File: src/shared/vec_cfg.svh
// constants of the vacuum ejector controller
`ifndef VEC_CFG_SVH
`define VEC_CFG_SVH
// timing
`define VEC_CLK_MHZ 125
`define VEC_TICK_NS 1000000
`define VEC_TICK_CYC ((`VEC_TICK_NS * `VEC_CLK_MHZ) / 1000)
`define VEC_HOLD_MS 3000
`define VEC_IDLE_MS 60000
`define VEC_BLINK_BIT 8
// regulation upper limit steps in mbar, index 6 is max
`define VEC_UL0 11'h190
`define VEC_UL1 11'h226
`define VEC_UL2 11'h28A
`define VEC_UL3 11'h2EE
`define VEC_UL4 11'h352
`define VEC_UL5 11'h384
`define VEC_UL_MAX_IDX 4'h6
`define VEC_REG_HYST 11'h032
// part-present limit steps in mbar
`define VEC_PL0 11'h12C
`define VEC_PL1 11'h190
`define VEC_PL2 11'h226
`define VEC_PL3 11'h28A
`define VEC_PL4 11'h2EE
`define VEC_PL5 11'h352
`define VEC_PL6 11'h384
`define VEC_PL_MAX_IDX 4'h6
`define VEC_PART_HYST 11'h00A
// blow-off time steps in ms, index 0 is external
`define VEC_BT1 12'h014
`define VEC_BT2 12'h032
`define VEC_BT3 12'h064
`define VEC_BT4 12'h0FA
`define VEC_BT5 12'h1F4
`define VEC_BT6 12'h2EE
`define VEC_BT7 12'h3E8
`define VEC_BT8 12'h5DC
`define VEC_BT_MAX_IDX 4'h8
// reset values of the settings
`define VEC_UL_RST 4'h3
`define VEC_PL_RST 4'h2
`define VEC_BT_RST 4'h0
`endif

File: src/shared/vec_pkg.sv
// types of the vacuum ejector controller
package vec_pkg;
  // keypad mode, one-hot
  typedef enum logic [2:0] {
    VEC_ST_DISP = 3'b001,
    VEC_ST_EDIT = 3'b010,
    VEC_ST_MAN = 3'b100
  } vec_state_t;
  // parameter under edit, one-hot
  typedef enum logic [2:0] {
    VEC_PS_UPPER = 3'b001,
    VEC_PS_PART = 3'b010,
    VEC_PS_BLOW = 3'b100
  } vec_param_t;
endpackage : vec_pkg

File: src/hw/vec_ejector_ctrl.sv
// vacuum ejector control: valves, regulation, part-present output, keypad
`include "vec_cfg.svh"
module vec_ejector_ctrl #(
  parameter int TICK_CYC = `VEC_TICK_CYC,
  parameter int HOLD_MS = `VEC_HOLD_MS,
  parameter int IDLE_MS = `VEC_IDLE_MS
) (
  // clock, reset, enable
  input wire logic clk_sys_in,
  input wire logic rstn_in,
  input wire logic clk_en_in,
  // controller requests and keys (pins)
  input wire logic suction_request_input_in,
  input wire logic blowoff_request_input_in,
  input wire logic key_select_in,
  input wire logic key_down_in,
  input wire logic key_up_in,
  // variant strap and vacuum samples
  input wire logic variant_closed_idle_in,
  input wire logic [10:0] vacuum_mbar_in,
  input wire logic vacuum_valid_in,
  // valves and signal output
  output logic nozzle_valve_out,
  output logic blowoff_valve_out,
  output logic part_present_out,
  // keypad indication
  output vec_pkg::vec_state_t mode_out,
  output logic keypad_locked_out,
  output logic led_upper_out,
  output logic led_part_out,
  output logic led_blow_out,
  output logic [10:0] display_value_out
);
  import vec_pkg::*;

  // step tables
  function automatic logic [10:0] upper_mbar(input logic [3:0] i);
    case (i)
      4'h0: upper_mbar = `VEC_UL0;
      4'h1: upper_mbar = `VEC_UL1;
      4'h2: upper_mbar = `VEC_UL2;
      4'h3: upper_mbar = `VEC_UL3;
      4'h4: upper_mbar = `VEC_UL4;
      4'h5: upper_mbar = `VEC_UL5;
      default: upper_mbar = 11'h7FF; // max step: never reached
    endcase
  endfunction : upper_mbar

  function automatic logic [10:0] part_mbar(input logic [3:0] i);
    case (i)
      4'h0: part_mbar = `VEC_PL0;
      4'h1: part_mbar = `VEC_PL1;
      4'h2: part_mbar = `VEC_PL2;
      4'h3: part_mbar = `VEC_PL3;
      4'h4: part_mbar = `VEC_PL4;
      4'h5: part_mbar = `VEC_PL5;
      default: part_mbar = `VEC_PL6;
    endcase
  endfunction : part_mbar

  function automatic logic [11:0] blow_ms(input logic [3:0] i);
    case (i)
      4'h1: blow_ms = `VEC_BT1;
      4'h2: blow_ms = `VEC_BT2;
      4'h3: blow_ms = `VEC_BT3;
      4'h4: blow_ms = `VEC_BT4;
      4'h5: blow_ms = `VEC_BT5;
      4'h6: blow_ms = `VEC_BT6;
      4'h7: blow_ms = `VEC_BT7;
      4'h8: blow_ms = `VEC_BT8;
      default: blow_ms = 12'h000; // external control
    endcase
  endfunction : blow_ms

  // pin synchroniser: bit0 suction, 1 blow-off, 2 select, 3 down, 4 up
  logic [4:0] pin_s1_reg, pin_s2_reg, pin_s3_reg, pin_f_reg;
  logic [4:0] pin_s1_next, pin_s2_next, pin_s3_next, pin_f_next;

  // three stages; filtered value moves only when stages 2 and 3 agree
  always_comb begin
    pin_s1_next = {key_up_in, key_down_in, key_select_in, blowoff_request_input_in, suction_request_input_in};
    pin_s2_next = pin_s1_reg;
    pin_s3_next = pin_s2_reg;
    pin_f_next = (pin_s2_reg & pin_s3_reg) | (pin_f_reg & (pin_s2_reg | pin_s3_reg));
  end

  // synchroniser registers
  always_ff @(posedge clk_sys_in or negedge rstn_in) begin
    if (!rstn_in) begin
      pin_s1_reg <= 5'h00;
      pin_s2_reg <= 5'h00;
      pin_s3_reg <= 5'h00;
      pin_f_reg <= 5'h00;
    end else if (clk_en_in) begin
      pin_s1_reg <= pin_s1_next;
      pin_s2_reg <= pin_s2_next;
      pin_s3_reg <= pin_s3_next;
      pin_f_reg <= pin_f_next;
    end
  end

  // control state
  vec_state_t state_reg, state_next; // keypad mode
  vec_param_t par_reg, par_next; // parameter under edit
  logic [4:0] prev_reg, prev_next; // filtered pins one cycle ago
  logic [16:0] tick_reg, tick_next; // ms prescaler
  logic [15:0] hold_reg, hold_next; // key hold time in ms
  logic [15:0] idle_reg, idle_next; // menu idle time in ms
  logic [8:0] blink_reg, blink_next; // flash phase
  logic [3:0] ul_reg, ul_next, pl_reg, pl_next, bt_reg, bt_next; // settings
  logic [3:0] val_reg, val_next; // value under edit
  logic dirty_reg, dirty_next; // edit value changed
  logic lock_reg, lock_next;
  logic msuck_reg, msuck_next; // manual suction on
  logic regoff_reg, regoff_next; // nozzle cut by regulation
  logic pp_reg, pp_next; // part present
  logic suct_prev_reg, suct_prev_next;
  logic [11:0] bcnt_reg, bcnt_next; // timed blow-off ms left
  logic [10:0] vac_reg, vac_next; // last sample
  logic noz_reg, noz_next, blow_reg, blow_next;
  logic ledu_reg, ledu_next, ledp_reg, ledp_next, ledb_reg, ledb_next;
  logic [10:0] disp_reg, disp_next;
  // combinational helpers
  logic tick, flash, man, suct, reg_en, chord_rise, req_chg;
  logic [4:0] press;
  logic [10:0] ul_v, pl_v;
  logic [3:0] vmax;

  // next-state of the whole control path
  always_comb begin
    tick = (tick_reg == 17'(TICK_CYC - 1));
    tick_next = tick ? 17'h00000 : tick_reg + 17'h00001;
    blink_next = tick ? blink_reg + 9'h001 : blink_reg;
    flash = blink_reg[`VEC_BLINK_BIT];
    press = pin_f_reg & ~prev_reg;
    req_chg = (pin_f_reg[1:0] != prev_reg[1:0]);
    chord_rise = pin_f_reg[2] & pin_f_reg[3] & ~(prev_reg[2] & prev_reg[3]);
    prev_next = pin_f_reg;
    state_next = state_reg;
    par_next = par_reg;
    hold_next = hold_reg;
    idle_next = idle_reg;
    ul_next = ul_reg;
    pl_next = pl_reg;
    bt_next = bt_reg;
    val_next = val_reg;
    dirty_next = dirty_reg;
    lock_next = lock_reg;
    msuck_next = msuck_reg;
    vmax = (par_reg == VEC_PS_BLOW) ? `VEC_BT_MAX_IDX : `VEC_UL_MAX_IDX;
    case (state_reg)
      VEC_ST_DISP: begin
        // idle: vacuum on display, keys open menu or manual
        idle_next = 16'h0000;
        if (chord_rise) begin
          lock_next = ~lock_reg;
          hold_next = 16'h0000;
        end else if (lock_reg) begin
          hold_next = 16'h0000;
        end else if (press[2]) begin
          state_next = VEC_ST_EDIT;
          par_next = VEC_PS_UPPER;
          val_next = ul_reg;
          dirty_next = 1'b0;
        end else if (pin_f_reg[3] | pin_f_reg[4]) begin
          if (tick) begin
            hold_next = hold_reg + 16'h0001;
          end
          if (hold_reg > 16'(HOLD_MS)) begin
            state_next = VEC_ST_MAN;
            msuck_next = 1'b0;
            hold_next = 16'h0000;
          end
        end else begin
          hold_next = 16'h0000;
        end
      end
      VEC_ST_EDIT: begin
        // menu: step value, select applies or moves to next parameter
        if (|press[4:2]) begin
          idle_next = 16'h0000;
        end else if (tick) begin
          idle_next = idle_reg + 16'h0001;
        end
        if (idle_reg >= 16'(IDLE_MS)) begin
          state_next = VEC_ST_DISP;
        end else if (press[4] && val_reg < vmax) begin
          val_next = val_reg + 4'h1;
          dirty_next = 1'b1;
        end else if (press[3] && val_reg != 4'h0) begin
          val_next = val_reg - 4'h1;
          dirty_next = 1'b1;
        end else if (press[2] && dirty_reg) begin
          state_next = VEC_ST_DISP;
          case (par_reg)
            VEC_PS_UPPER: begin
              if (val_reg == `VEC_UL_MAX_IDX || upper_mbar(val_reg) > part_mbar(pl_reg)) begin
                ul_next = val_reg;
              end
            end
            VEC_PS_PART: begin
              if (ul_reg == `VEC_UL_MAX_IDX || upper_mbar(ul_reg) > part_mbar(val_reg)) begin
                pl_next = val_reg;
              end
            end
            default: bt_next = val_reg;
          endcase
        end else if (press[2]) begin
          case (par_reg)
            VEC_PS_UPPER: begin
              par_next = VEC_PS_PART;
              val_next = pl_reg;
            end
            VEC_PS_PART: begin
              par_next = VEC_PS_BLOW;
              val_next = bt_reg;
            end
            default: state_next = VEC_ST_DISP;
          endcase
        end
      end
      VEC_ST_MAN: begin
        // manual: keys drive valves until select or a request edge
        if (req_chg || press[2]) begin
          state_next = VEC_ST_DISP;
          msuck_next = 1'b0;
        end else if (msuck_reg && (press[3] || press[4])) begin
          msuck_next = 1'b0;
        end else if (press[4]) begin
          msuck_next = 1'b1;
        end
      end
      default: state_next = VEC_ST_DISP;
    endcase

    // suction source and regulation
    man = (state_reg == VEC_ST_MAN);
    suct = man ? msuck_reg : pin_f_reg[0];
    suct_prev_next = suct;
    reg_en = (ul_reg != `VEC_UL_MAX_IDX);
    ul_v = upper_mbar(ul_reg);
    pl_v = part_mbar(pl_reg);
    vac_next = vacuum_valid_in ? vacuum_mbar_in : vac_reg;
    regoff_next = regoff_reg;
    if (!suct || !reg_en) begin
      regoff_next = 1'b0;
    end else if (vacuum_valid_in && vacuum_mbar_in >= ul_v) begin
      regoff_next = 1'b1;
    end else if (vacuum_valid_in && vacuum_mbar_in < ul_v - `VEC_REG_HYST) begin
      regoff_next = 1'b0;
    end
    pp_next = pp_reg;
    if (vacuum_valid_in && vacuum_mbar_in > pl_v) begin
      pp_next = 1'b1;
    end else if (vacuum_valid_in && vacuum_mbar_in < pl_v - `VEC_PART_HYST) begin
      pp_next = 1'b0;
    end

    // timed blow-off counter, loaded as suction ends
    bcnt_next = bcnt_reg;
    if (suct) begin
      bcnt_next = 12'h000;
    end else if (suct_prev_reg && bt_reg != 4'h0) begin
      bcnt_next = blow_ms(bt_reg);
    end else if (tick && bcnt_reg != 12'h000) begin
      bcnt_next = bcnt_reg - 12'h001;
    end

    // valve outputs; open-idle valve is inverted
    noz_next = variant_closed_idle_in ? (suct & ~regoff_reg) : ~(suct & ~regoff_reg);
    if (man) begin
      blow_next = pin_f_reg[3];
    end else if (bt_reg == 4'h0) begin
      blow_next = pin_f_reg[1];
    end else begin
      blow_next = (bcnt_reg != 12'h000);
    end

    // indicators
    ledb_next = 1'b0;
    disp_next = vac_reg;
    case (state_reg)
      VEC_ST_MAN: begin
        ledu_next = pin_f_reg[3] | flash;
        ledp_next = pin_f_reg[3] | flash;
      end
      VEC_ST_EDIT: begin
        ledu_next = (par_reg == VEC_PS_UPPER) & flash;
        ledp_next = (par_reg == VEC_PS_PART) & flash;
        ledb_next = (par_reg == VEC_PS_BLOW) & flash;
        disp_next = {7'h00, val_reg};
      end
      default: begin
        ledu_next = reg_en & (vac_reg >= ul_v);
        ledp_next = pp_reg;
      end
    endcase
  end

  // control registers; power-up lands in automatic display mode
  always_ff @(posedge clk_sys_in or negedge rstn_in) begin
    if (!rstn_in) begin
      state_reg <= VEC_ST_DISP;
      par_reg <= VEC_PS_UPPER;
      prev_reg <= 5'h00;
      tick_reg <= 17'h00000;
      hold_reg <= 16'h0000;
      idle_reg <= 16'h0000;
      blink_reg <= 9'h000;
      ul_reg <= `VEC_UL_RST;
      pl_reg <= `VEC_PL_RST;
      bt_reg <= `VEC_BT_RST;
      val_reg <= 4'h0;
      dirty_reg <= 1'b0;
      lock_reg <= 1'b0;
      msuck_reg <= 1'b0;
      regoff_reg <= 1'b0;
      pp_reg <= 1'b0;
      suct_prev_reg <= 1'b0;
      bcnt_reg <= 12'h000;
      vac_reg <= 11'h000;
      noz_reg <= 1'b0;
      blow_reg <= 1'b0;
      ledu_reg <= 1'b0;
      ledp_reg <= 1'b0;
      ledb_reg <= 1'b0;
      disp_reg <= 11'h000;
    end else if (clk_en_in) begin
      state_reg <= state_next;
      par_reg <= par_next;
      prev_reg <= prev_next;
      tick_reg <= tick_next;
      hold_reg <= hold_next;
      idle_reg <= idle_next;
      blink_reg <= blink_next;
      ul_reg <= ul_next;
      pl_reg <= pl_next;
      bt_reg <= bt_next;
      val_reg <= val_next;
      dirty_reg <= dirty_next;
      lock_reg <= lock_next;
      msuck_reg <= msuck_next;
      regoff_reg <= regoff_next;
      pp_reg <= pp_next;
      suct_prev_reg <= suct_prev_next;
      bcnt_reg <= bcnt_next;
      vac_reg <= vac_next;
      noz_reg <= noz_next;
      blow_reg <= blow_next;
      ledu_reg <= ledu_next;
      ledp_reg <= ledp_next;
      ledb_reg <= ledb_next;
      disp_reg <= disp_next;
    end
  end

  // outputs straight from flip-flops
  assign nozzle_valve_out = noz_reg;
  assign blowoff_valve_out = blow_reg;
  assign part_present_out = pp_reg;
  assign mode_out = state_reg;
  assign keypad_locked_out = lock_reg;
  assign led_upper_out = ledu_reg;
  assign led_part_out = ledp_reg;
  assign led_blow_out = ledb_reg;
  assign display_value_out = disp_reg;
endmodule : vec_ejector_ctrl

File: config.mk
export PLATFORM = sky130hd
export DESIGN_NAME = vec_ejector_ctrl
export DESIGN_NICKNAME = d
export VERILOG_FILES = /design/src/shared/vec_pkg.sv /design/src/hw/vec_ejector_ctrl.sv
export VERILOG_INCLUDE_DIRS = /design/src /design/src/shared
export SDC_FILE = /design/constraint.sdc
export NUM_CORES = 1
export LEC_CHECK = 0
export BUFFER_PORTS_ARGS = -buffer_cell sky130_fd_sc_hd__buf_4
export CORE_ASPECT_RATIO = 0.7
export CORE_UTILIZATION = 46
export CTS_CLUSTER_DIAMETER = 60
export CTS_CLUSTER_SIZE = 12
export DETAILED_ROUTE_END_ITERATION = 6
export GPL_TIMING_DRIVEN = 0
export HOLD_SLACK_MARGIN = 0.03
export MAX_ROUTING_LAYER = met4
export PLACE_DENSITY_LB_ADDON = 0.05
export SYNTH_ARGS = -nofsm -noshare
export SYNTH_HDL_FRONTEND = slang
export SYNTH_SLANG_ARGS = --single-unit
File: constraint.sdc
create_clock -name clk_sys_in -period 4.3 [get_ports clk_sys_in]
set_input_delay 0.215 -clock clk_sys_in [delete_from_list [all_inputs] [get_ports clk_sys_in]]
set_output_delay 0.215 -clock clk_sys_in [all_outputs]
set_load 0.02 [all_outputs]
==> results.cfg <==
[setup_path]
rr_worst_depth = 14
critical_path.top_delay_family = compound AO/OA/AOI/OAI gates
crit_arrival_ns = 4.36
slowest_delay_ns = 0.58
worst-endpoint-required_ns = 4.62
crit_chain = clkbuf_2 -> inv_1 -> ha_1 -> clkbuf_1 -> a21oi_1 -> or2_2 -> or3_1 -> ha_1 -> nor2b_1 -> o31ai_1 -> a21oi_1 -> o221ai_1 -> a2111oi_4 -> mux2_1
r2r_end = ul_reg[3]
reg2reg_from = val_reg[1]
path_buf_inv = 3
cp-start-kind = flop
end_kind = flop
critPathSlowestCell = a2111oi_4
rrSetupSlack_ns = 0.26
worstSetupPathType = flop to flop
critPathMaxFanout = 10

[timing]
slew_headroom = 0.306
slew_violations = 0
finalSetupTns_ns = 0
clock.fmax_ghz = 0.248
rsz0062_at_grt = no
finalClockSkew_ns = 0.00786
hold_viol = 0
tightest_slew_ns = 1.03
fin_worst_hold_slack_ns = 0.0994
finalSetupViolations = 0
timing.final.crit_share = 0.939
period_minus_slack_ns = 4.04

[logic_synthesis]
synth_top_family_by_area = simple AND/OR/NAND/NOR gates
synth_edf_count = 0
yosysUniqueCellTypes = 73
avgSynthCellArea_um2 = 9.12
yosys_warnings = 0
synth-compound-area-share = 0.189
syn_nets = 1181
synthSimpleGateAreaFrac = 0.191
synth_ff_type = dfrtp_1
syn_inst = 1074
synth_xor_xnor_area_share = 0.0340
muxShareOfSynthArea = 0.0568
synth-adder-area-share = 0.111
async_flop_share = 1.00
seq_area_frac_synth = 0.384
synthesis.area_mm2 = 0.00980
ys_ff_latch = 150

[cells_and_area]
drive_gt1_frac = 0.107
area_growth_pct = 14.1
finish.utilization = 0.537
final_nets = 1248
largest_register_ff_count = 17
insertedDiodeCount = 0

[clock_network]
clock_latency_ns = 0.43
cts_buffers = 17
cts_tree = done
cts_max_path_buffers = 2
cts_setup_buffers = 0
clkSlewWorstSetupHoldPaths_ns = 0.07
htreeDepth = 4
clkSinkCount = 150
cts_root_buffer = clkbuf_16

[power_and_ir_drop]
seqPwrFrac = 0.334
power.density_mw_per_mm2 = 512
pwr-share-comb = 0.385
power.switching_uw = 2240
netSwitchingFraction = 0.392
pwr-share-clk = 0.281
p_leak_uw = 0.00499
p_int_uw = 3480
irDropWorstVdd_v = 0.000314

[place]
dp_hpwl_um = 19200
gp_congestion = 0.906
io_buffers = 41

[detailed_routing]
first_pass_iters = 5
drt_iter0_drc = 669
drc = 0
vias = 8317
wl_met2_um = 9860
wl_per_cell_um = 18.2
ant_nets = 0
drt-total-wl_um = 26000
viasPerCell = 5.82
wl_met3_um = 1370
wl_met1_um = 14500
top_layer_used = met4

[hold_path]
min_from = vacuum_mbar_in[2]
hold_class = input port to flop
min_path_cells = 2
min_to = vac_reg[2]

[global_route]
grt_pass1_wl_um = 42600
grt_start_max_net_pins = 106
grt_pass1_vias = 7692
antenna_found_initial = 0
globalRouteOverflowTotal = 0
track_usage = 0.261

[flow_run]
drv_cap = 0

[floorplanning]
fp-row-count = 44
start_util = 0.471
io_pins = 42
die_h_um = 124
coreArea_mm2 = 0.0208
die-area_mm2 = 0.0219
die_w_um = 176

[run_status]
status = complete, no violations
==> placed cells by master (no fill, tap or decap), types with 15 or more instances in the layout <==
master	instances
nor3_1	28
mux2_2	28
o21ai_1	30
nand3_1	38
buf_4	40
inv_1	42
dfrtp_1	145
nand2b_1	15
ha_1	86
nand2_1	92
nand4_1	31
a21oi_1	68
o21ai_0	55
xor2_1	19
a21o_1	19
nor2_1	104
xnor2_1	19
clkbuf_1	36
clkbuf_16	17
==> timing repair <==
item	in CTS	in global routing
gates resized for setup	0	2
hold endpoints to repair	50	0
hold buffers	6	0
endpoints found under the setup margin	0	4
==> synthesized netlist by cell type (all sizes together) (6+ instances only) <==
cell | count | share of area
dfrtp | 145 | 0.37
nor2 | 105 | 0.040
nand2 | 92 | 0.035
ha | 86 | 0.11
o21ai | 85 | 0.043
a21oi | 68 | 0.035
inv | 42 | 0.016
mux2 | 39 | 0.046
nand3 | 38 | 0.019
clkbuf | 35 | 0.013
nand4 | 31 | 0.020
nor3 | 29 | 0.015
a21o | 19 | 0.015
xnor2 | 19 | 0.017
xor2 | 19 | 0.017
nand2b | 15 | 0.0096
a31oi | 14 | 0.0089
o31ai | 12 | 0.0092
a211oi | 11 | 0.0084
mux2i | 11 | 0.011
buf | 10 | 0.0042
nor2b | 10 | 0.0064
nor3b | 9 | 0.010
o2bb2ai | 9 | 0.0080
and3 | 8 | 0.0051
o21a | 8 | 0.0061
and4 | 7 | 0.0063
nor4 | 7 | 0.0045
o211ai | 6 | 0.0046
o41ai | 6 | 0.0054
or3 | 6 | 0.0038
==> power by group through the flow <==
stage	Clock, µW	Combinational (µW)	Sequential (µW)
2_1_floorplan	0	1520	1920
3_3_place_gp	0	2160	1930
3_5_place_dp	0	2170	1930
4_1_cts	1640	2190	1910
5_1_grt	1700	2470	1960
6_report	1610	2210	1910
==> logic make-up after synthesis <==
group                    after synthesis
AO/OA/AOI/OAI                        284
adder cells (fa/ha/maj)               87
multiplexers                          50
flip-flops                           150
AND/OR/NAND/NOR                      376
XOR/XNOR                              38
buffers and inverters                 88
other                                  1
==> how the worst max path moves through the flow <==
stage                           from         to  slack (ns)  depth (start not counted)
after global placement    val_reg[1]  ul_reg[3]        0.20                         16
final                     val_reg[1]  ul_reg[3]        0.26                         14
after detailed placement  val_reg[1]  ul_reg[3]        0.24                         16
after floorplan           val_reg[1]  ul_reg[2]        0.92                         14
after global routing      val_reg[1]  ul_reg[3]        0.06                         14
after CTS                 val_reg[1]  ul_reg[3]        0.20                         16
==> layer usage <==
layer	up-vias	global-route usage
met3	16	0.0476
met4	0	0.0603
met2	210	0.327
met5	-	-
met1	4024	0.416
li1	4067	-
==> stage by stage <==
stage | total power, µW | area (µm²) | std cells | setup slack (ns)
global route | 6130 | 11200 | 1430 | 0.0629
detailed placement | 4100 | 10500 | 1392 | 0.244
finish | 5730 | 11200 | 1430 | 0.261
CTS | 5740 | 11200 | 1430 | 0.201
floorplan | 3440 | 9800 | 1074 | 0.921
global placement | 4090 | 10500 | 1391 | 0.205
==> area by class of cell <==
class,instances,area (µm²)
clock inverter,9,140
inverter,43,161
fill,1968,9630
sequential,150,3760
clock buffer,23,488
timing repair buffer,48,403
multi-input combinational,836,5700
tap,276,345
buffer,45,174
Power figures use the tool's default switching activity.
